File: config.mk
export PLATFORM = sky130hd
export DESIGN_NAME = srn_top
export DESIGN_NICKNAME = d
export VERILOG_FILES = /design/src/design/srn_pkg.sv /design/src/design/srn_top.sv
export SDC_FILE = /design/constraint.sdc
export NUM_CORES = 1
export LEC_CHECK = 0
export ABC_AREA = 1
export BUFFER_PORTS_ARGS = -buffer_cell sky130_fd_sc_hd__buf_4
export CORE_ASPECT_RATIO = 2
export CORE_UTILIZATION = 60
export DETAILED_ROUTE_END_ITERATION = 16
export PLACE_DENSITY_LB_ADDON = 0.05
export SLEW_MARGIN = 10
export SYNTH_ARGS = -nofsm -noshare
export SYNTH_HDL_FRONTEND = slang
export SYNTH_SLANG_ARGS = --single-unit
File: constraint.sdc
create_clock -name clock -period 4.75 [get_ports clock]
set_clock_uncertainty 0.05 [all_clocks]
set_input_delay 0.2375 -clock clock [delete_from_list [all_inputs] [get_ports clock]]
set_output_delay 0.2375 -clock clock [all_outputs]
set_load 0.02 [all_outputs]
File: src/design/srn_pkg.sv
// Constants, register map and state layout of the serial receiver/transmitter.
// Assumes a single 20 MHz clock and a word-indexed Avalon-MM register port.
package srn_pkg;

   // ----------------------------------------------------------------
   // Register indices (byte address is four times the index)
   // ----------------------------------------------------------------
   localparam logic [3:0] IDX_BDH  = 4'h0;
   localparam logic [3:0] IDX_BDL  = 4'h1;
   localparam logic [3:0] IDX_CR1  = 4'h2;
   localparam logic [3:0] IDX_ASR1 = 4'h0;
   localparam logic [3:0] IDX_ACR1 = 4'h1;
   localparam logic [3:0] IDX_ACR2 = 4'h2;
   localparam logic [3:0] IDX_CR2  = 4'h3;
   localparam logic [3:0] IDX_SR1  = 4'h4;
   localparam logic [3:0] IDX_SR2  = 4'h5;
   localparam logic [3:0] IDX_DATA = 4'h7;
   localparam logic [3:0] IDX_IST  = 4'h8;
   localparam logic [3:0] IDX_IMSK = 4'h9;

   // ----------------------------------------------------------------
   // Reset values
   // ----------------------------------------------------------------
   localparam logic [7:0] BDH_RST  = 8'h00;
   localparam logic [7:0] BDL_RST  = 8'h04;
   localparam logic [7:0] CTL_RST  = 8'h00;
   localparam logic [2:0] SYNC_RST = 3'h7;

   // ----------------------------------------------------------------
   // Field positions
   // ----------------------------------------------------------------
   localparam int CR1_LOOPS = 7;
   localparam int CR1_PE    = 1;
   localparam int CR1_PT    = 0;
   localparam int CR2_TE    = 3;
   localparam int CR2_RE    = 2;
   localparam int SR2_AMAP  = 7;
   localparam int SR2_TXPOL = 4;
   localparam int SR2_RXPOL = 3;
   localparam logic [7:0] ACR1_MASK = 8'h83;

   // Interrupt status and mask layout.
   localparam int EV_RX    = 0;
   localparam int EV_TX    = 1;
   localparam int EV_NOISE = 2;
   localparam int EV_FRAME = 3;
   localparam int EV_OVER  = 4;
   localparam int EV_PAR   = 5;
   localparam int EV_EDGE  = 6;
   localparam int EV_W     = 7;

   // ----------------------------------------------------------------
   // Oversampling tick positions within one bit time, and bit numbers within a frame
   // ----------------------------------------------------------------
   localparam logic [3:0] TK_VER_A  = 4'h3;
   localparam logic [3:0] TK_VER_B  = 4'h5;
   localparam logic [3:0] TK_VER_C  = 4'h7;
   localparam logic [3:0] TK_DAT_A  = 4'h8;
   localparam logic [3:0] TK_DAT_B  = 4'h9;
   localparam logic [3:0] TK_DAT_C  = 4'ha;
   localparam logic [3:0] TK_LAST   = 4'hf;
   localparam logic [3:0] BIT_DATA  = 4'h8;
   localparam logic [3:0] BIT_STOP  = 4'h9;

   // ----------------------------------------------------------------
   // State types
   // ----------------------------------------------------------------
   typedef enum logic [1:0] {
      RX_IDLE  = 2'b00,
      RX_START = 2'b01,
      RX_BITS  = 2'b10
   } srn_rx_t;

   typedef enum logic [0:0] {
      TX_IDLE  = 1'b0,
      TX_SHIFT = 1'b1
   } srn_tx_t;

   typedef struct packed {
      logic [2:0]      sync;
      logic            rx_lvl;
      logic            rx_prev;
      logic            wait_q;
      logic            cap;
      logic            irq;
      logic            txd;
      logic [31:0]     rdata;
      logic [7:0]      bdh;
      logic [7:0]      bdl;
      logic [7:0]      cr1;
      logic [7:0]      cr2;
      logic [7:0]      sr2;
      logic [7:0]      acr1;
      logic [7:0]      acr2;
      logic [EV_W-1:0] ist;
      logic [EV_W-1:0] imsk;
      logic [15:0]     bcnt;
      srn_rx_t         rx_st;
      logic [3:0]      tk;
      logic [3:0]      bitn;
      logic [1:0]      smp;
      logic            rnf;
      logic            rpe;
      logic            rpar;
      logic [7:0]      rsh;
      logic [7:0]      rdat;
      logic            rdrf;
      logic            ovr;
      logic            noise;
      logic            fe;
      logic            pf;
      srn_tx_t         tx_st;
      logic [3:0]      tt;
      logic [3:0]      tbit;
      logic [10:0]     tsh;
      logic [7:0]      tbuf;
      logic            tdre;
      logic            tc;
   } srn_state_t;

endpackage : srn_pkg

File: src/design/srn_top.sv
// Asynchronous serial port with register map, 16x oversampled receiver and
// transmitter, sticky interrupt status and one level interrupt.
// Assumes a word-indexed Avalon-MM master on the same clock and an
// asynchronous serial line on rxd.
//
// What this block does
// Reserved locations ignore writes and read back as zero.
// Each register answers at base plus its fixed offset, from zero.
// A high start verification sample at tick 3 sets noise, reception continues.
// A high start test sample at tick 5 sets noise, start still accepted.
// Each bit value is recovered from samples at ticks 8, 9 and 10.
// Sixteen ticks per bit from the baud divider; restart on start edge.
`timescale 1ns/1ps
module srn_top (
   input  wire logic        clock,
   input  wire logic        reset,
   input  wire logic [3:0]  address,
   input  wire logic        read,
   input  wire logic        write,
   input  wire logic [3:0]  byteenable,
   input  wire logic [31:0] writedata,
   output logic      [31:0] readdata,
   output logic             waitrequest,
   input  wire logic        rxd,
   output logic             txd,
   output logic             irq
);

   srn_pkg::srn_state_t s;
   srn_pkg::srn_state_t n;

   logic                    tick;
   logic                    rx_bit;
   logic                    fall;
   logic                    acc;
   logic                    alt;
   logic [3:0]              r;
   logic [3:0]              stop_bit;
   logic                    v;
   logic [15:0]             div;
   logic [31:0]             rv;
   logic [srn_pkg::EV_W-1:0] ev;

   function automatic logic maj3(input logic a, input logic b, input logic c);
      maj3 = (a & b) | (a & c) | (b & c);
   endfunction : maj3

   // ----------------------------------------------------------------
   // Next state
   // ----------------------------------------------------------------
   always_comb begin
      n        = s;
      ev       = '0;
      rv       = '0;
      r        = 4'h0;
      v        = 1'b0;
      tick     = 1'b0;
      stop_bit = srn_pkg::BIT_STOP + {3'h0, s.cr1[srn_pkg::CR1_PE]};
      div      = {s.bdh, s.bdl};
      alt      = s.sr2[srn_pkg::SR2_AMAP];
      acc      = (read | write) & ~s.wait_q;

      // ----------------------------------------------------------------
      // Line input
      // ----------------------------------------------------------------
      // Three stages, a change is taken once the last two agree.
      // The extra level stage costs a clock of latency but keeps a
      // metastable first stage from ever reaching the edge detector.
      n.sync = {s.sync[1:0], rxd};
      if (s.sync[1] == s.sync[2]) begin
         n.rx_lvl = s.sync[2];
      end
      if (s.cr1[srn_pkg::CR1_LOOPS]) begin
         rx_bit = s.txd ^ s.sr2[srn_pkg::SR2_TXPOL];
      end else begin
         rx_bit = s.rx_lvl ^ s.sr2[srn_pkg::SR2_RXPOL];
      end
      fall      = s.rx_prev & ~rx_bit;
      n.rx_prev = rx_bit;
      if (fall) begin
         ev[srn_pkg::EV_EDGE] = 1'b1;
      end

      // ----------------------------------------------------------------
      // Baud divider
      // ----------------------------------------------------------------
      // The divider runs free, so the first tick after a start edge lands
      // up to one tick early; the start and data windows absorb that.
      // oversampling tick divider
      if (div == 16'h0000) begin
         n.bcnt = 16'h0000;
      end else if (s.bcnt >= 16'(div - 16'h0001)) begin
         n.bcnt = 16'h0000;
         tick   = 1'b1;
      end else begin
         n.bcnt = 16'(s.bcnt + 16'h0001);
      end

      // ----------------------------------------------------------------
      // Register bus
      // ----------------------------------------------------------------
      // Every access sees exactly one wait cycle, so software timing does
      // not depend on which register is addressed.
      // Read data is captured one cycle ahead of the answer edge.
      // register decode at base plus offset
      if (alt && address == srn_pkg::IDX_ASR1) begin
         rv[7] = s.ist[srn_pkg::EV_EDGE];
      end else if (alt && address == srn_pkg::IDX_ACR1) begin
         rv[7:0] = s.acr1;
      end else if (alt && address == srn_pkg::IDX_ACR2) begin
         rv[7:0] = s.acr2;
      end else if (address == srn_pkg::IDX_BDH) begin
         rv[7:0] = s.bdh;
      end else if (address == srn_pkg::IDX_BDL) begin
         rv[7:0] = s.bdl;
      end else if (address == srn_pkg::IDX_CR1) begin
         rv[7:0] = s.cr1;
      end else if (address == srn_pkg::IDX_CR2) begin
         rv[7:0] = s.cr2;
      end else if (address == srn_pkg::IDX_SR1) begin
         rv[7:0] = {s.tdre, s.tc, s.rdrf, (s.rx_st == srn_pkg::RX_IDLE) & rx_bit,
                    s.ovr, s.noise, s.fe, s.pf};
      end else if (address == srn_pkg::IDX_SR2) begin
         rv[7:0] = s.sr2;
      end else if (address == srn_pkg::IDX_DATA) begin
         rv[7:0] = s.rdat;
      end else if (address == srn_pkg::IDX_IST) begin
         rv[srn_pkg::EV_W-1:0] = s.ist;
      end else if (address == srn_pkg::IDX_IMSK) begin
         rv[srn_pkg::EV_W-1:0] = s.imsk;
      end else begin
         // reserved reads return zero
         rv = '0;
      end

      n.wait_q = 1'b1;
      if ((read | write) && s.wait_q) begin
         n.wait_q = 1'b0;
         n.rdata  = read ? rv : 32'h0000_0000;
         n.cap    = s.rdrf;
      end

      // Writes take effect at the answer edge; reserved locations fall through.
      // reserved writes have no effect
      if (acc && write && byteenable[0]) begin
         if (alt && address == srn_pkg::IDX_ASR1) begin
            n.ist[srn_pkg::EV_EDGE] = s.ist[srn_pkg::EV_EDGE] & ~writedata[7];
         end else if (alt && address == srn_pkg::IDX_ACR1) begin
            n.acr1 = writedata[7:0] & srn_pkg::ACR1_MASK;
         end else if (alt && address == srn_pkg::IDX_ACR2) begin
            n.acr2 = writedata[7:0];
         end else if (address == srn_pkg::IDX_BDH) begin
            n.bdh = writedata[7:0];
         end else if (address == srn_pkg::IDX_BDL) begin
            n.bdl = writedata[7:0];
         end else if (address == srn_pkg::IDX_CR1) begin
            n.cr1 = writedata[7:0];
         end else if (address == srn_pkg::IDX_CR2) begin
            n.cr2 = writedata[7:0];
         end else if (address == srn_pkg::IDX_SR2) begin
            n.sr2 = writedata[7:0];
         end else if (address == srn_pkg::IDX_DATA) begin
            // A write while the holding buffer is full is dropped.
            if (s.tdre) begin
               n.tbuf = writedata[7:0];
               n.tdre = 1'b0;
            end
         end else if (address == srn_pkg::IDX_IST) begin
            n.ist = s.ist & ~writedata[srn_pkg::EV_W-1:0];
         end else if (address == srn_pkg::IDX_IMSK) begin
            n.imsk = writedata[srn_pkg::EV_W-1:0];
         end
      end

      // Reading data retires the frame flags, but only if the capture saw
      // the frame; a frame landing between capture and answer survives.
      if (acc && read && address == srn_pkg::IDX_DATA && s.cap) begin
         n.rdrf = 1'b0;
         n.ovr  = 1'b0;
         n.noise = 1'b0;
         n.fe   = 1'b0;
         n.pf   = 1'b0;
      end

      // ----------------------------------------------------------------
      // Receiver
      // ----------------------------------------------------------------
      r = 4'(s.tk + 4'h1);
      case (s.rx_st)
         srn_pkg::RX_IDLE: begin
            if (s.cr2[srn_pkg::CR2_RE] && fall) begin
               // restart tick count at edge
               n.rx_st = srn_pkg::RX_START;
               n.tk    = 4'h0;
               n.smp   = 2'b00;
               n.rnf   = 1'b0;
               n.rpar  = 1'b0;
               n.rpe   = 1'b0;
            end
         end
         // A start bit must read low at ticks 3, 5 and 7 by majority.
         srn_pkg::RX_START: begin
            if (tick) begin
               n.tk = r;
               if (r == srn_pkg::TK_VER_A) begin
                  n.smp[0] = rx_bit;
               end else if (r == srn_pkg::TK_VER_B) begin
                  n.smp[1] = rx_bit;
               end else if (r == srn_pkg::TK_VER_C) begin
                  if (maj3(s.smp[0], s.smp[1], rx_bit)) begin
                     // Mostly high: a glitch, not a start bit.
                     n.rx_st = srn_pkg::RX_IDLE;
                  end else begin
                     // tick 3 high flags noise
                     // tick 5 high flags noise
                     n.rnf   = s.smp[0] | s.smp[1] | rx_bit;
                     n.rx_st = srn_pkg::RX_BITS;
                     n.bitn  = 4'h0;
                  end
               end
            end
         end
         srn_pkg::RX_BITS: begin
            if (tick) begin
               n.tk = r;
               if (r == 4'h0) begin
                  n.bitn = 4'(s.bitn + 4'h1);
               end
               // samples at ticks 8 9 10
               if (r == srn_pkg::TK_DAT_A) begin
                  n.smp[0] = rx_bit;
               end else if (r == srn_pkg::TK_DAT_B) begin
                  n.smp[1] = rx_bit;
               end else if (r == srn_pkg::TK_DAT_C && s.bitn != 4'h0) begin
                  v = maj3(s.smp[0], s.smp[1], rx_bit);
                  if (!(s.smp[0] == s.smp[1] && s.smp[1] == rx_bit)) begin
                     n.rnf = 1'b1;
                  end
                  if (s.bitn <= srn_pkg::BIT_DATA) begin
                     n.rsh  = {v, s.rsh[7:1]};
                     n.rpar = s.rpar ^ v;
                  end else if (s.bitn != stop_bit) begin
                     n.rpe = (s.rpar ^ v) != s.cr1[srn_pkg::CR1_PT];
                  end else begin
                     n.rx_st = srn_pkg::RX_IDLE;
                     ev[srn_pkg::EV_RX] = 1'b1;
                     if (s.rdrf && n.rdrf) begin
                        // Unread data is kept and the new frame is lost.
                        n.ovr = 1'b1;
                        ev[srn_pkg::EV_OVER] = 1'b1;
                     end else begin
                        n.rdat = s.rsh;
                        n.rdrf = 1'b1;
                        n.noise = n.rnf;
                        n.fe   = ~v;
                        n.pf   = s.rpe;
                        ev[srn_pkg::EV_NOISE] = n.rnf;
                        ev[srn_pkg::EV_FRAME] = ~v;
                        ev[srn_pkg::EV_PAR]   = s.rpe;
                     end
                  end
               end
            end
         end
         default: begin
            n.rx_st = srn_pkg::RX_IDLE;
         end
      endcase

      // ----------------------------------------------------------------
      // Transmitter
      // ----------------------------------------------------------------
      case (s.tx_st)
         srn_pkg::TX_IDLE: begin
            if (s.cr2[srn_pkg::CR2_TE] && !s.tdre && tick) begin
               n.tsh   = {1'b1,
                          s.cr1[srn_pkg::CR1_PE] ? (^s.tbuf) ^ s.cr1[srn_pkg::CR1_PT] : 1'b1,
                          s.tbuf, 1'b0};
               n.tt    = 4'h0;
               n.tbit  = 4'h0;
               n.tdre  = 1'b1;
               n.tc    = 1'b0;
               n.tx_st = srn_pkg::TX_SHIFT;
            end
         end
         srn_pkg::TX_SHIFT: begin
            if (tick) begin
               n.tt = 4'(s.tt + 4'h1);
               if (s.tt == srn_pkg::TK_LAST) begin
                  if (s.tbit == stop_bit) begin
                     n.tx_st = srn_pkg::TX_IDLE;
                     n.tc    = 1'b1;
                     ev[srn_pkg::EV_TX] = 1'b1;
                  end else begin
                     n.tsh  = {1'b1, s.tsh[10:1]};
                     n.tbit = 4'(s.tbit + 4'h1);
                  end
               end
            end
         end
         default: begin
            n.tx_st = srn_pkg::TX_IDLE;
         end
      endcase
      // The pin idles at the stop level so an enable never sends a false start.
      n.txd = ((n.tx_st == srn_pkg::TX_SHIFT) ? n.tsh[0] : 1'b1)
              ^ n.sr2[srn_pkg::SR2_TXPOL];

      // Events are merged last so a set always beats a clear in the same cycle.
      n.ist = n.ist | ev;
      n.irq = |(n.ist & n.imsk);
   end

   // ----------------------------------------------------------------
   // State register
   // ----------------------------------------------------------------
   // Reset puts the line stages at idle high so no false edge follows it.
   always_ff @(posedge clock) begin
      if (reset) begin
         s         <= '0;
         s.sync    <= srn_pkg::SYNC_RST;
         s.rx_lvl  <= 1'b1;
         s.rx_prev <= 1'b1;
         s.wait_q  <= 1'b1;
         s.txd     <= 1'b1;
         s.bdh     <= srn_pkg::BDH_RST;
         s.bdl     <= srn_pkg::BDL_RST;
         s.cr1     <= srn_pkg::CTL_RST;
         s.cr2     <= srn_pkg::CTL_RST;
         s.sr2     <= srn_pkg::CTL_RST;
         s.tdre    <= 1'b1;
         s.tc      <= 1'b1;
      end else begin
         s <= n;
      end
   end

   assign readdata    = s.rdata;
   assign waitrequest = s.wait_q;
   assign txd         = s.txd;
   assign irq         = s.irq;

endmodule : srn_top

Yosys cells after proc, flatten, opt, wreduce, memory -nomap -nowiden:

Cells that the tools add are included.
W data, S select, Z words.

* bits in registers: 188
* input port bits: 45
* output and inout bits: 35
* word-level logic and storage cells: 320

* add/subtract/negate cells: 7
* magnitude comparators: 2
* equality and inequality tests: 47
* muxes and demuxes: 135
* bitwise gates (word level): 39
* reduce and logical (&&, ||, !) cells: 48

Operators by type and width (count)
* $mux W14: 7
* $mux W8: 12
* $mux W24: 3
* $mux W5: 11
* $mux W13: 4
* $mux W1: 50
* $mux W4: 11
* $mux W7: 6
* $mux W20: 2
* $ne A2 B2 Y1 const B: 20
* $pmux W20 S2: 1
* $reduce_and A8 Y1: 5
* $mux W36: 1
* $mux W35: 1
* $reduce_and A11 Y1: 3
* $mux W15: 2
* $eq A4 B4 Y1 const B: 6
* $mux W2: 12
* $mux W22: 1
* $mux W21: 1
* $eq A4 B3 Y1 const B: 5
* $mux W9: 2
* $not A1 Y1: 18
* $reduce_and A6 Y1: 3
* other kinds (46): 91

Logic depth before layout (Yosys ltp):

Gate-level depths: netlist (run 1).

* depth after elaboration: 18
* depth in mapped cells: 27
* gate-level depth less buffers: 27

Worst setup path before layout (run 1):

No wires, ideal clock.

* kind: register to register
* from: register s, in the netlist div[5]
* to: register s[49] in the netlist's numbering
* library setup time: 0.128 ns
* arrival: 3.219 ns
* required time: 4.572 ns
* path slack: 1.353 ns
* cell stages (with the launch flop): 21
* path buffers: 2
* clock period less this slack: 3.397 ns
* path through: dfxtp_1 nor2_1 nand3_1 nor3_1 nand3_1 nor3_1 nor3b_1 xor2_1 inv_1 ha_1 nand2_1 nor3_1 nand3_1 nand3_1 nand2_1 buf_4 nor2_2 nand2_1 buf_2 a21oi_1 nor2_1

* cells in the longest elaborated chain, start to end: 5
* elaborated cells on any way between the ends: 6
* classes of those cells: add/sub (1); order compare (1); mux (2); reduce/logical (2)

Ends and longest elaborated chain
* start, declared: line srn_top.sv:29 `srn_pkg::srn_state_t s;`
* start signal, assigned: line srn_top.sv:334 `s <= n;`
* $sub A16 B1 Y16: line srn_top.sv:92 `end else if (s.bcnt >= 16'(div - 16'h0001)) begin`
* $ge A16 B16 Y1: line srn_top.sv:92
* $mux W1: line srn_top.sv:92
* $mux W1 *: line srn_top.sv:90 `if (div == 16'h0000) begin`
* $reduce_and A6 Y1 (no source line) *

Mark *: on every way between the ends. The rest lies on a longest branch, timed or not.
A chain may end at the register's enable or synchronous reset.

Worst setup path after layout (run 1):

* from: register s, in the netlist div[5]
* to: register s[18] in the netlist's numbering

* cells in the longest elaborated chain, start to end: 7
* elaborated cells on any way between the ends: 9
* classes of those cells: add/sub (1); order compare (1); eq/ne (2); mux (2); reduce/logical (3)

Ends and longest elaborated chain
* $sub A16 B1 Y16: line srn_top.sv:92
* $ge A16 B16 Y1: line srn_top.sv:92
* $mux W1: line srn_top.sv:92
* $mux W1 *: line srn_top.sv:90
* $logic_and A1 B1 Y1: line srn_top.sv:275 `if (s.cr2[srn_pkg::CR2_TE] && !s.tdre && tick) begin`
* $ne A2 B2 Y1 (no source line)
* $reduce_and A4 Y1 (no source line) *

Marked as above.

==> results of run 1 <==
[registers in the layout (all words and copies together), names as in the netlist]
register     flops
s              134
irq              1
readdata         8
div             16
waitrequest      1
txd              1
n                2
alt              1
[layout by cell type (no fill, tap or decap), types with 5 or more instances in the layout]
cell         n
nand4_1     11
xor2_1      24
a211oi_1     9
buf_4       35
o221ai_1     7
inv_1      148
o21ai_0     98
inv_2       13
conb_1      24
ha_1        35
o22ai_1     11
nor2_2      11
xnor2_1     10
nand2_1    202
nor3_1      15
clkbuf_16   17
nand3_1     54
dfxtp_1    164
nor2_1     202
a21oi_1    111
nor2_4       5
nand2_2      6
or2_2        6
[cell type report]
type                    count  area [sq um]  area share, %
multi-input cells         896          4663          48.45
repair buffers             36         272.8          2.834
well taps                 192         240.2          2.496
inverters                 162         608.1          6.318
diodes                      1         2.502        0.02600
clock inverters            13         101.3          1.053
flip-flops and latches    164          3283          34.11
clock buffers              19         452.9          4.706
[path summary, 6_finish.rpt]
| kind | slack (ns) | depth (start not counted) | to | startpoint |
|---|---|---|---|---|
| worst max-delay path | 0.49 | 21 | s[18] | div[5] |
| worst min-delay path | 0.11 | 3 | div[15] | writedata[7] |
| worst max register to register | 0.49 | 21 | s[18] | div[5] |
| worst min register to register | 0.36 | 1 | n[192] | n[191] |
[critical path, stage by stage (launching register included)]
cell      delay [ns]
dfxtp_1         0.36
nor2_1          0.23
nand3_1         0.13
nor3_1          0.29
nand3_1         0.22
nor3_2          0.19
nor3b_1         0.25
xor2_1          0.17
inv_1           0.06
ha_1            0.29
nand2_1         0.15
o21bai_1        0.13
nand2_1         0.08
a21oi_1         0.25
nand3_1         0.24
nand2_1         0.15
inv_2           0.11
nand4_2         0.22
inv_2           0.11
nor2_2          0.25
nand2_1         0.08
a21oi_1         0.15
[per-stage QoR]
stage / instances / power (mW) / utilization (%)
after floorplan: 1290 / 1.825 / -
after global placement: 1448 / 1.948 / 63.00
after detailed placement: 1448 / 1.960 / 63.00
after CTS: 1481 / 3.235 / 66.93
after global routing: 1482 / 3.351 / 67.04
final: 1483 / 3.217 / 67.06
[what timing repair did]
item | 4_1_cts | 5_1_grt
hold endpoints to repair | 1 | 0
hold buffers | 1 | 0
gates resized for setup | 0 | 3
setup endpoints to repair | 0 | 27
[cells by family (layout without fill, tap and decap cells)]
group | after synthesis | in the layout | synth area share (%)
and+or+nand+nor | 532 | 533 | 26.07
AOI/OAI and AO/OA | 269 | 269 | 16.90
buffers and inverters | 231 | 230 | 11.43
DFF | 164 | 164 | 37.07
adders and majority gates | 35 | 35 | 4.945
xor gates and xnor gates | 35 | 35 | 3.546
other | 1 | 25 | 0.04234
[report_power, final]
| part | internal, mW | switching [mW] | leakage (nW) |
|---|---|---|---|
| combinational | 0.147 | 0.345 | 2.50 |
| sequential | 1.41 | 0.0317 | 1.32 |
| clock | 0.701 | 0.581 | 0.262 |
[metal layers]
metal / global-route usage [%] / vias to the layer above / wire (microns)
li1: - / 4091 / -
met4: 28.76 / 0 / 2096
met3: 6.524 / 116 / 1010
met1: 30.90 / 3680 / 8321
met5: 0 / - / 0
met2: 59.56 / 236 / 12600
==> impl_metrics.prom, run 1 <==
# TYPE chip_impl_metric gauge
chip_impl_metric{name="flops_latches_synth",unit=""} 164
chip_impl_info{name="worst_setup_path_start_kind",value="register"} 1
chip_impl_metric{name="critPathRequiredTime",unit="ns"} 5.05
chip_impl_metric{name="post-route-min-period",unit="ns"} 4.259
chip_impl_info{name="outcome",value="completed"} 1
chip_impl_metric{name="final_min_period_over_clock_period",unit="%"} 89.65
chip_impl_metric{name="grt_remaining_overflow",unit=""} 0
chip_impl_metric{name="dieWidth",unit="microns"} 87.91
chip_impl_metric{name="clkSinkCount",unit=""} 164
chip_impl_metric{name="synth_enable_flop_cells",unit=""} 0
chip_impl_metric{name="initial_core_utilization",unit="%"} 61.71
chip_impl_metric{name="antenna_found_initial",unit=""} 1
chip_impl_metric{name="accumulated_negative_setup_slack",unit="ns"} 0
chip_impl_metric{name="first_pass_grt_wire_length",unit="microns"} 38160
chip_impl_info{name="synth.top_cells.by_count",value="202 x nand2_1, 202 x nor2_1, 164 x dfxtp_1"} 1
chip_impl_metric{name="grt.total_usage",unit="%"} 33.39
chip_impl_metric{name="num_rows",unit=""} 62
chip_impl_metric{name="pre_cts_ws",unit="ns"} 0.4714
chip_impl_metric{name="area_growth",unit="%"} 8.675
chip_impl_metric{name="antenna_left",unit=""} 0
chip_impl_metric{name="first_global_vias",unit=""} 8023
chip_impl_metric{name="final_number_of_max_transition_violations",unit=""} 0
chip_impl_info{name="post_synthesis_cell_type_with_the_largest_combined_area",value="dfxtp_1"} 1
chip_impl_info{name="crit_path_end_kind",value="register"} 1
chip_impl_info{name="yosys_most_used_dff",value="dfxtp_1"} 1
chip_impl_metric{name="hold_slack",unit="ns"} 0.1110
chip_impl_metric{name="postLayoutSetupSlackWorst",unit="ns"} 0.4914
chip_impl_metric{name="clockBufferDepth",unit=""} 2
chip_impl_metric{name="stdcell_area",unit="sq um"} 9624
chip_impl_metric{name="fillCellCount",unit=""} 1346
chip_impl_metric{name="layout.nets",unit=""} 1357
chip_impl_metric{name="postSynth.asyncResetShare",unit="%"} 0
chip_impl_metric{name="final_hold_viol_count",unit=""} 0
chip_impl_metric{name="final_layout_size_suffix_gt1_share",unit="%"} 9.767
chip_impl_metric{name="report.final.setup_viol",unit=""} 0
chip_impl_metric{name="placement.cell_area",unit="sq um"} 9041
chip_impl_metric{name="ir_worst_vdd",unit="uV"} 242.4
chip_impl_metric{name="clk_transition_reported_paths",unit="ns"} 0.06
chip_impl_metric{name="post_synth.cell_area_avg",unit="sq um"} 6.990
chip_impl_info{name="timing_worst_setup_path_type",value="reg2reg"} 1
chip_impl_metric{name="place.port_buffers",unit=""} 28
chip_impl_metric{name="worst-slew-pin-transition",unit="ns"} 0.8835
chip_impl_metric{name="yosys_warns",unit=""} 0
chip_impl_metric{name="gpl.final_weighted_congestion",unit=""} 0.9914
chip_impl_metric{name="yosysTopAreaCellShare",unit="%"} 37.07
chip_impl_metric{name="core_region_area",unit="sq um"} 14350
chip_impl_info{name="unrepaired_setup_endpoints_after_global_routing",value="false"} 1
chip_impl_info{name="hold_path.class",value="in2reg"} 1
chip_impl_metric{name="drc_marker_count_from_the_first_detailed_route_iteration",unit=""} 525
chip_impl_metric{name="floorplan.die_area",unit="sq um"} 15280
chip_impl_info{name="largest_cells_by_area_after_synthesis",value="dfxtp_1 37%, nand2_1 8.6%, nor2_1 8.6%, inv_1 6.4%, a21oi_1 6.3%"} 1
chip_impl_metric{name="clock_latency_on_the_worst_skew_pair",unit="ns"} 0.43
chip_impl_metric{name="synthesis.instances",unit=""} 1267
chip_impl_metric{name="tritoncts.num_buffers",unit=""} 17
chip_impl_metric{name="post_detailed_placement_half_perimeter_wirelength",unit="microns"} 18080
chip_impl_metric{name="arrival",unit="ns"} 4.56
chip_impl_metric{name="detail_route.wl_per_cell",unit="microns"} 16.20
chip_impl_metric{name="first_pass_iters",unit=""} 5
chip_impl_metric{name="vias",unit=""} 8123
chip_impl_metric{name="cellPowerDensity",unit="nW/um^2"} 334.3
chip_impl_metric{name="drv.max_cap_violation_count",unit=""} 0
chip_impl_metric{name="static_leak",unit="nW"} 4.083
chip_impl_metric{name="floorplan.io_pins",unit=""} 80
chip_impl_metric{name="drc",unit=""} 0
chip_impl_metric{name="drt_wl_total",unit="microns"} 24030
chip_impl_metric{name="netlist_area",unit="sq um"} 8856
chip_impl_metric{name="worst_slew_slack_as_a_fraction_of_its_limit",unit="%"} 40.98
chip_impl_info{name="tritoncts",value="built"} 1
chip_impl_metric{name="post-cts-setup-buffers",unit=""} 0
chip_impl_metric{name="post_synth_num_cell_types",unit=""} 51
chip_impl_metric{name="critPathMaxFanout",unit=""} 12
chip_impl_info{name="clock-root-buffer",value="clkbuf_16"} 1
chip_impl_metric{name="die_h",unit="microns"} 173.8
chip_impl_metric{name="vias_per_cell",unit=""} 5.477
chip_impl_metric{name="synth_sequential_area_ratio",unit="%"} 37.07
chip_impl_metric{name="cts.htree.levels",unit=""} 4
chip_impl_metric{name="clock.fmax",unit="MHz"} 234.8
chip_impl_metric{name="grt_max_degree",unit=""} 73
No activity file was read; power rests on OpenSTA's default activity.
==> inputs of run 2 (changes only) <==
Settings changed: BUFFER_PORTS_ARGS -buffer_cell sky130_fd_sc_hd__buf_4 to -buffer_cell sky130_fd_sc_hd__buf_2, GPL_TIMING_DRIVEN set to 0, REMOVE_ABC_BUFFERS set to 1.
==> run 2 against run 1 <==
Global-route usage fell by 0.83 points. Die area did not move. Via count fell by 0.49%. Non-clock buffer count fell by 6. Clock-buffer cell count fell by 2. Setup slack got worse by 0.020 ns. Core utilization fell by 0.38 points. Routed wire length fell by 1.0%. Largest power group unchanged. Critical path type unchanged. Highest routed layer unchanged. Final cell count fell by 0.54%. Register-to-register slack got worse by 0.02 ns. Flip-flop and latch count did not move. Maximum frequency fell by 0.46%.
==> impl_metrics.prom, run 2 (same netlist as run 1, synthesis figures left out) <==
# TYPE chip_impl_metric gauge
chip_impl_metric{name="detail_route.wl_per_cell",unit="microns"} 16.13
chip_impl_metric{name="first_global_vias",unit=""} 7753
chip_impl_metric{name="initial_core_utilization",unit="%"} 61.71
chip_impl_metric{name="worst-slew-pin-transition",unit="ns"} 0.8228
chip_impl_metric{name="cts.htree.levels",unit=""} 4
chip_impl_metric{name="report.final.setup_viol",unit=""} 0
chip_impl_info{name="timing_worst_setup_path_type",value="reg2reg"} 1
chip_impl_metric{name="die_h",unit="microns"} 173.8
chip_impl_metric{name="floorplan.io_pins",unit=""} 80
chip_impl_metric{name="core_region_area",unit="sq um"} 14350
chip_impl_metric{name="cellPowerDensity",unit="nW/um^2"} 347.1
chip_impl_info{name="most-common-layout-cells",value="202 x nor2_1, 201 x nand2_1, 164 x dfxtp_1"} 1
chip_impl_metric{name="grt_max_degree",unit=""} 74
chip_impl_info{name="unrepaired_setup_endpoints_after_global_routing",value="false"} 1
chip_impl_metric{name="area_growth",unit="%"} 8.053
chip_impl_metric{name="grt_remaining_overflow",unit=""} 0
chip_impl_metric{name="ir_worst_vdd",unit="uV"} 280.6
chip_impl_metric{name="grt.total_usage",unit="%"} 32.56
chip_impl_info{name="tritoncts",value="built"} 1
chip_impl_metric{name="worst_slew_slack_as_a_fraction_of_its_limit",unit="%"} 45.14
chip_impl_metric{name="overall_power",unit="mW"} 3.322
chip_impl_metric{name="post-route-min-period",unit="ns"} 4.278
chip_impl_metric{name="first_pass_grt_wire_length",unit="microns"} 37460
chip_impl_metric{name="antenna_left",unit=""} 0
chip_impl_metric{name="post_detailed_placement_half_perimeter_wirelength",unit="microns"} 17990
chip_impl_info{name="outcome",value="completed"} 1
chip_impl_info{name="maxUsedRoutingLayer",value="met4"} 1
chip_impl_metric{name="layout.nets",unit=""} 1350
chip_impl_metric{name="final_hold_viol_count",unit=""} 0
chip_impl_metric{name="drc_marker_count_from_the_first_detailed_route_iteration",unit=""} 418
chip_impl_metric{name="clockBufferDepth",unit=""} 2
chip_impl_metric{name="antenna-diode-count",unit=""} 0
chip_impl_info{name="crit_path_end_kind",value="register"} 1
chip_impl_metric{name="tritoncts.num_buffers",unit=""} 17
chip_impl_metric{name="antenna_found_initial",unit=""} 0
chip_impl_metric{name="arrival",unit="ns"} 4.59
chip_impl_metric{name="ff2ff_setup_slack",unit="ns"} 0.47
chip_impl_metric{name="largest_reg_flops",unit=""} 134
chip_impl_info{name="layout.cells.most_common",value="nor2_1"} 1
chip_impl_metric{name="gpl.final_weighted_congestion",unit=""} 0.9692
chip_impl_metric{name="clock_latency_on_the_worst_skew_pair",unit="ns"} 0.45
chip_impl_metric{name="critPathRequiredTime",unit="ns"} 5.06
chip_impl_metric{name="drc",unit=""} 0
chip_impl_metric{name="static_leak",unit="nW"} 4.060
chip_impl_metric{name="hold_slack",unit="ns"} 0.1494
chip_impl_info{name="worst_setup_path_start_kind",value="register"} 1
chip_impl_metric{name="place.port_buffers",unit=""} 28
chip_impl_info{name="clock-root-buffer",value="clkbuf_16"} 1
chip_impl_info{name="largest-register",value="s"} 1
chip_impl_metric{name="first_pass_iters",unit=""} 6
chip_impl_metric{name="drt_wl_total",unit="microns"} 23790
chip_impl_metric{name="clock.fmax",unit="MHz"} 233.7
chip_impl_metric{name="dieWidth",unit="microns"} 87.91
chip_impl_metric{name="vias_per_cell",unit=""} 5.480
chip_impl_metric{name="drv.max_cap_violation_count",unit=""} 0
chip_impl_metric{name="floorplan.die_area",unit="sq um"} 15280
chip_impl_metric{name="stdcell_area",unit="sq um"} 9569
chip_impl_metric{name="placement.cell_area",unit="sq um"} 8941
chip_impl_metric{name="critPathMaxFanout",unit=""} 14
chip_impl_metric{name="clkSinkCount",unit=""} 164
chip_impl_metric{name="final_layout_size_suffix_gt1_share",unit="%"} 9.353
chip_impl_metric{name="final_min_period_over_clock_period",unit="%"} 90.07
chip_impl_metric{name="final_number_of_max_transition_violations",unit=""} 0
chip_impl_info{name="hold_path.class",value="in2reg"} 1
chip_impl_metric{name="wl_met3",unit="microns"} 889
chip_impl_metric{name="met1_length",unit="microns"} 8236
chip_impl_metric{name="num_rows",unit=""} 62
chip_impl_metric{name="vias",unit=""} 8083
chip_impl_metric{name="clk_transition_reported_paths",unit="ns"} 0.07
chip_impl_metric{name="post-cts-setup-buffers",unit=""} 0
chip_impl_metric{name="met2RoutedLength",unit="microns"} 12800
-- run 2: cell count changes in the layout (fill, tap and decap cells not counted), moves of 3 or more --
cell | before | now
inv_6 | 3 | 6
buf_2 | 0 | 27
buf_4 | 35 | 1
clkinv_4 | 4 | 1
-- run 2: final cells by class --
| class | instances | area, sq um |
|---|---|---|
| repair buffers | 30 | 172.7 |
| well taps | 192 | 240.2 |
| multi-input cells | 895 | 4669 |
| inverters | 162 | 608.1 |
| flip-flops and latches | 164 | 3283 |
| fillers | 1377 | 4782 |
| clock inverters | 15 | 170.2 |
| clock buffers | 17 | 425.4 |
-- run 2: path summary, 6_finish.rpt --
kind                                    from     end  cells past startpoint
worst min register to register        n[191]  n[192]                      1
worst max register to register        div[2]   s[19]                     21
worst max-delay path                  div[2]   s[19]                     21
worst min-delay path            writedata[7]  s[127]                      3
-- run 2: worst max-delay path, stage by stage (launching register included) --
cell,delay (ns)
dfxtp_1,0.38
nor2_1,0.19
nand2_1,0.12
nor3_2,0.26
nand3_1,0.20
nor3_2,0.18
nor3b_1,0.24
xor2_1,0.16
inv_1,0.05
ha_1,0.28
nand2_1,0.12
o21bai_1,0.12
nand2_1,0.07
a21oi_1,0.19
nand3_1,0.27
nand2_4,0.24
inv_2,0.14
nand4_2,0.23
inv_1,0.13
nor2_4,0.28
nand2_1,0.10
a21oi_1,0.17
-- run 2: per-stage QoR --
stage / instances / worst slack [ns] / utilization [%] / setup TNS (ns)
floorplan: 1221 / 1.094 / - / 0
finish: 1475 / 0.4717 / 66.68 / 0
detailed placement: 1442 / -0.09705 / 62.30 / -1.036
CTS: 1475 / 0.1647 / 66.57 / 0
global route: 1475 / 0.09930 / 66.68 / 0
global placement: 1441 / -0.1005 / 62.14 / -1.223
-- run 2: timing repair --
| action | in CTS | in global routing |
|---|---|---|
| hold buffers | 1 | 0 |
| hold endpoints to repair | 1 | 0 |
| resized for setup | 2 | 3 |
| setup endpoints to repair | 14 | 30 |
-- run 2: routing by layer --
metal | track usage, % | up-vias
li1 | - | 4064
met4 | 25.00 | 0
met5 | 0 | -
met2 | 60.24 | 210
met1 | 29.27 | 3698
met3 | 6.667 | 111
-- run 2: power breakdown --
part,switching (mW),internal [mW]
logic,0.344,0.128
clock network,0.620,0.787
registers,0.0316,1.41
total,0.996,2.33
==> inputs of run 3 (changes only) <==
Settings changed: ABC_CLOCK_PERIOD_IN_PS set to 4750, CORE_UTILIZATION 60 to 54.
==> run 3 against run 2 <==
Routed wire length grew 0.77%. Maximum frequency shrank 1.7%. Combinational power is essentially flat. Critical path type unchanged. Non-clock buffer count is the same. Global-route usage shrank 2.8 points. Largest power group unchanged. Largest cell class unchanged. Flip-flop and latch count is the same. Via count shrank 1.3%. Final cell count grew 0.61%.
==> impl_metrics.prom, run 3 (same netlist as run 1, synthesis figures left out) <==
# TYPE chip_impl_metric gauge
chip_impl_metric{name="antenna_left",unit=""} 0
chip_impl_metric{name="final_layout_size_suffix_gt1_share",unit="%"} 9.119
chip_impl_metric{name="clock_latency_on_the_worst_skew_pair",unit="ns"} 0.43
chip_impl_info{name="tritoncts",value="built"} 1
chip_impl_metric{name="dieWidth",unit="microns"} 92.56
chip_impl_info{name="layout.cells.most_common",value="nor2_1"} 1
chip_impl_info{name="crit_path_end_kind",value="register"} 1
chip_impl_metric{name="vias",unit=""} 7980
chip_impl_metric{name="grt_max_degree",unit=""} 74
chip_impl_info{name="timing_worst_setup_path_type",value="reg2reg"} 1
chip_impl_metric{name="floorplan.die_area",unit="sq um"} 16950
chip_impl_metric{name="place.port_buffers",unit=""} 28
chip_impl_info{name="cp-endpoint",value="s[25]"} 1
chip_impl_metric{name="static_leak",unit="nW"} 4.075
chip_impl_metric{name="final_number_of_max_transition_violations",unit=""} 0
chip_impl_metric{name="first_global_vias",unit=""} 7707
chip_impl_metric{name="layout.nets",unit=""} 1350
chip_impl_metric{name="clock.fmax",unit="MHz"} 229.9
chip_impl_info{name="largest-register",value="s"} 1
chip_impl_metric{name="arrival",unit="ns"} 4.59
chip_impl_metric{name="grt.total_usage",unit="%"} 29.78
chip_impl_metric{name="global_route.usage.met3",unit="%"} 3.731
chip_impl_metric{name="tritoncts.num_buffers",unit=""} 17
chip_impl_metric{name="first_pass_grt_wire_length",unit="microns"} 38470
chip_impl_metric{name="globalRouteMet1Util",unit="%"} 27.99
chip_impl_metric{name="final_hold_viol_count",unit=""} 0
chip_impl_info{name="critical_path.startpoint",value="div[5]"} 1
chip_impl_metric{name="gpl.final_weighted_congestion",unit=""} 0.9880
chip_impl_info{name="reg2reg_from",value="div[5]"} 1
chip_impl_metric{name="clockBufferDepth",unit=""} 2
chip_impl_metric{name="pre_cts_ws",unit="ns"} -0.1807
chip_impl_metric{name="ir_worst_vdd",unit="uV"} 227.8
chip_impl_info{name="clock-root-buffer",value="clkbuf_16"} 1
chip_impl_info{name="hold_path.class",value="in2reg"} 1
chip_impl_metric{name="core_region_area",unit="sq um"} 15940
chip_impl_info{name="unrepaired_setup_endpoints_after_global_routing",value="false"} 1
chip_impl_metric{name="initial_core_utilization",unit="%"} 55.56
chip_impl_metric{name="die_h",unit="microns"} 183.1
chip_impl_metric{name="accumulated_negative_setup_slack",unit="ns"} 0
chip_impl_metric{name="critPathMaxFanout",unit=""} 12
chip_impl_metric{name="critPathRequiredTime",unit="ns"} 4.99
chip_impl_metric{name="first_pass_iters",unit=""} 5
chip_impl_metric{name="cellPowerDensity",unit="nW/um^2"} 346.6
chip_impl_metric{name="area_growth",unit="%"} 8.279
chip_impl_metric{name="antenna-diode-count",unit=""} 0
chip_impl_metric{name="report.final.setup_viol",unit=""} 0
chip_impl_metric{name="largest_reg_flops",unit=""} 134
chip_impl_metric{name="antenna_found_initial",unit=""} 0
chip_impl_metric{name="vias_per_cell",unit=""} 5.377
chip_impl_info{name="reg2reg_to",value="s[25]"} 1
chip_impl_metric{name="num_rows",unit=""} 65
chip_impl_metric{name="clk_transition_reported_paths",unit="ns"} 0.07
chip_impl_metric{name="grt_remaining_overflow",unit=""} 0
chip_impl_metric{name="overall_power",unit="mW"} 3.324
chip_impl_metric{name="worst_slew_slack_as_a_fraction_of_its_limit",unit="%"} 47.05
chip_impl_metric{name="grt.met2_usage",unit="%"} 56.89
chip_impl_metric{name="post_detailed_placement_half_perimeter_wirelength",unit="microns"} 18310
chip_impl_info{name="worst_setup_path_start_kind",value="register"} 1
chip_impl_metric{name="drc",unit=""} 0
chip_impl_metric{name="detail_route.wl_per_cell",unit="microns"} 16.15
chip_impl_info{name="most-common-layout-cells",value="202 x nor2_1, 201 x nand2_1, 164 x dfxtp_1"} 1
chip_impl_metric{name="floorplan.io_pins",unit=""} 80
chip_impl_metric{name="r2r_cells",unit=""} 20
chip_impl_metric{name="postLayoutSetupSlackWorst",unit="ns"} 0.3995
chip_impl_info{name="grt.busiest_layer",value="met2"} 1
chip_impl_metric{name="clkSinkCount",unit=""} 164
chip_impl_metric{name="ff2ff_setup_slack",unit="ns"} 0.40
chip_impl_metric{name="drc_marker_count_from_the_first_detailed_route_iteration",unit=""} 403
chip_impl_metric{name="drv.max_cap_violation_count",unit=""} 0
chip_impl_metric{name="drt_wl_total",unit="microns"} 23970
chip_impl_metric{name="post-route-min-period",unit="ns"} 4.351
chip_impl_metric{name="final_min_period_over_clock_period",unit="%"} 91.59
chip_impl_info{name="outcome",value="completed"} 1
chip_impl_metric{name="cts.htree.levels",unit=""} 4
chip_impl_metric{name="worst-slew-pin-transition",unit="ns"} 0.7942
## run 3: layout make-up
class,count,area [sq um]
fill,1614,6351
sequential,164,3283
clock inverter,7,93.84
clock buffer,25,515.5
tap,201,251.5
multi-input combinational,895,4664
inverter,162,608.1
timing repair buffer,30,172.7
## run 3: worst min-delay path by stage
stage | start | to | slack (ns) | cells after the start
after detailed placement | n[191] | n[192] | 0.36 | 1
after global routing | writedata[5] | s[133] | 0.17 | 3
final | read | readdata[1] | 0.17 | 5
after floorplan | reset | readdata[0] | 0.26 | 1
after global placement | n[191] | n[192] | 0.35 | 1
after CTS | writedata[7] | s[127] | 0.15 | 3
## run 3: layer usage
layer	part of all wire (%)	vias to the layer above
met1	36	3667
met2	55	164
met5	0	-
met3	2.5	93
met4	7.4	0
li1	-	4056
## run 3: power by group
group	switching [mW]	internal [mW]
registers	0.0319	1.41
logic	0.344	0.127
clock network	0.551	0.858
total	0.927	2.40
## run 3: worst max-delay path: stages (launching register included)
cell	delay (ns)
dfxtp_1	0.37
nor2_1	0.20
nand3_1	0.13
nor3_2	0.22
nand3_1	0.17
nor3_1	0.25
nor3b_1	0.28
xor2_1	0.17
inv_1	0.05
ha_1	0.28
nand2_1	0.10
nor3_1	0.38
nand3_1	0.13
nand3_1	0.23
nand2_4	0.18
inv_2	0.20
nand4_2	0.28
inv_1	0.23
nor2_1	0.12
a21oi_1	0.14
nor2_1	0.05
## run 3: per-stage QoR
| step | std cells | instance area, sq um | hold WS [ns] | utilization (%) |
|---|---|---|---|---|
| after floorplan | 1221 | 8538 | 0.2566 | - |
| after global placement | 1450 | 8930 | 0.3456 | 56.02 |
| after detailed placement | 1451 | 8952 | 0.3585 | 56.16 |
| after CTS | 1484 | 9579 | 0.1486 | 60.09 |
| after global routing | 1484 | 9589 | 0.1685 | 60.16 |
| final | 1484 | 9589 | 0.1687 | 60.16 |
## run 3: repair_timing
item | CTS | global route
endpoints found under the hold margin | 1 | 0
setup buffers | 0 | 0
gates resized for setup | 2 | 2
endpoints found under the setup margin | 18 | 32
hold buffers | 1 | 0
pin swaps | 0 | 0
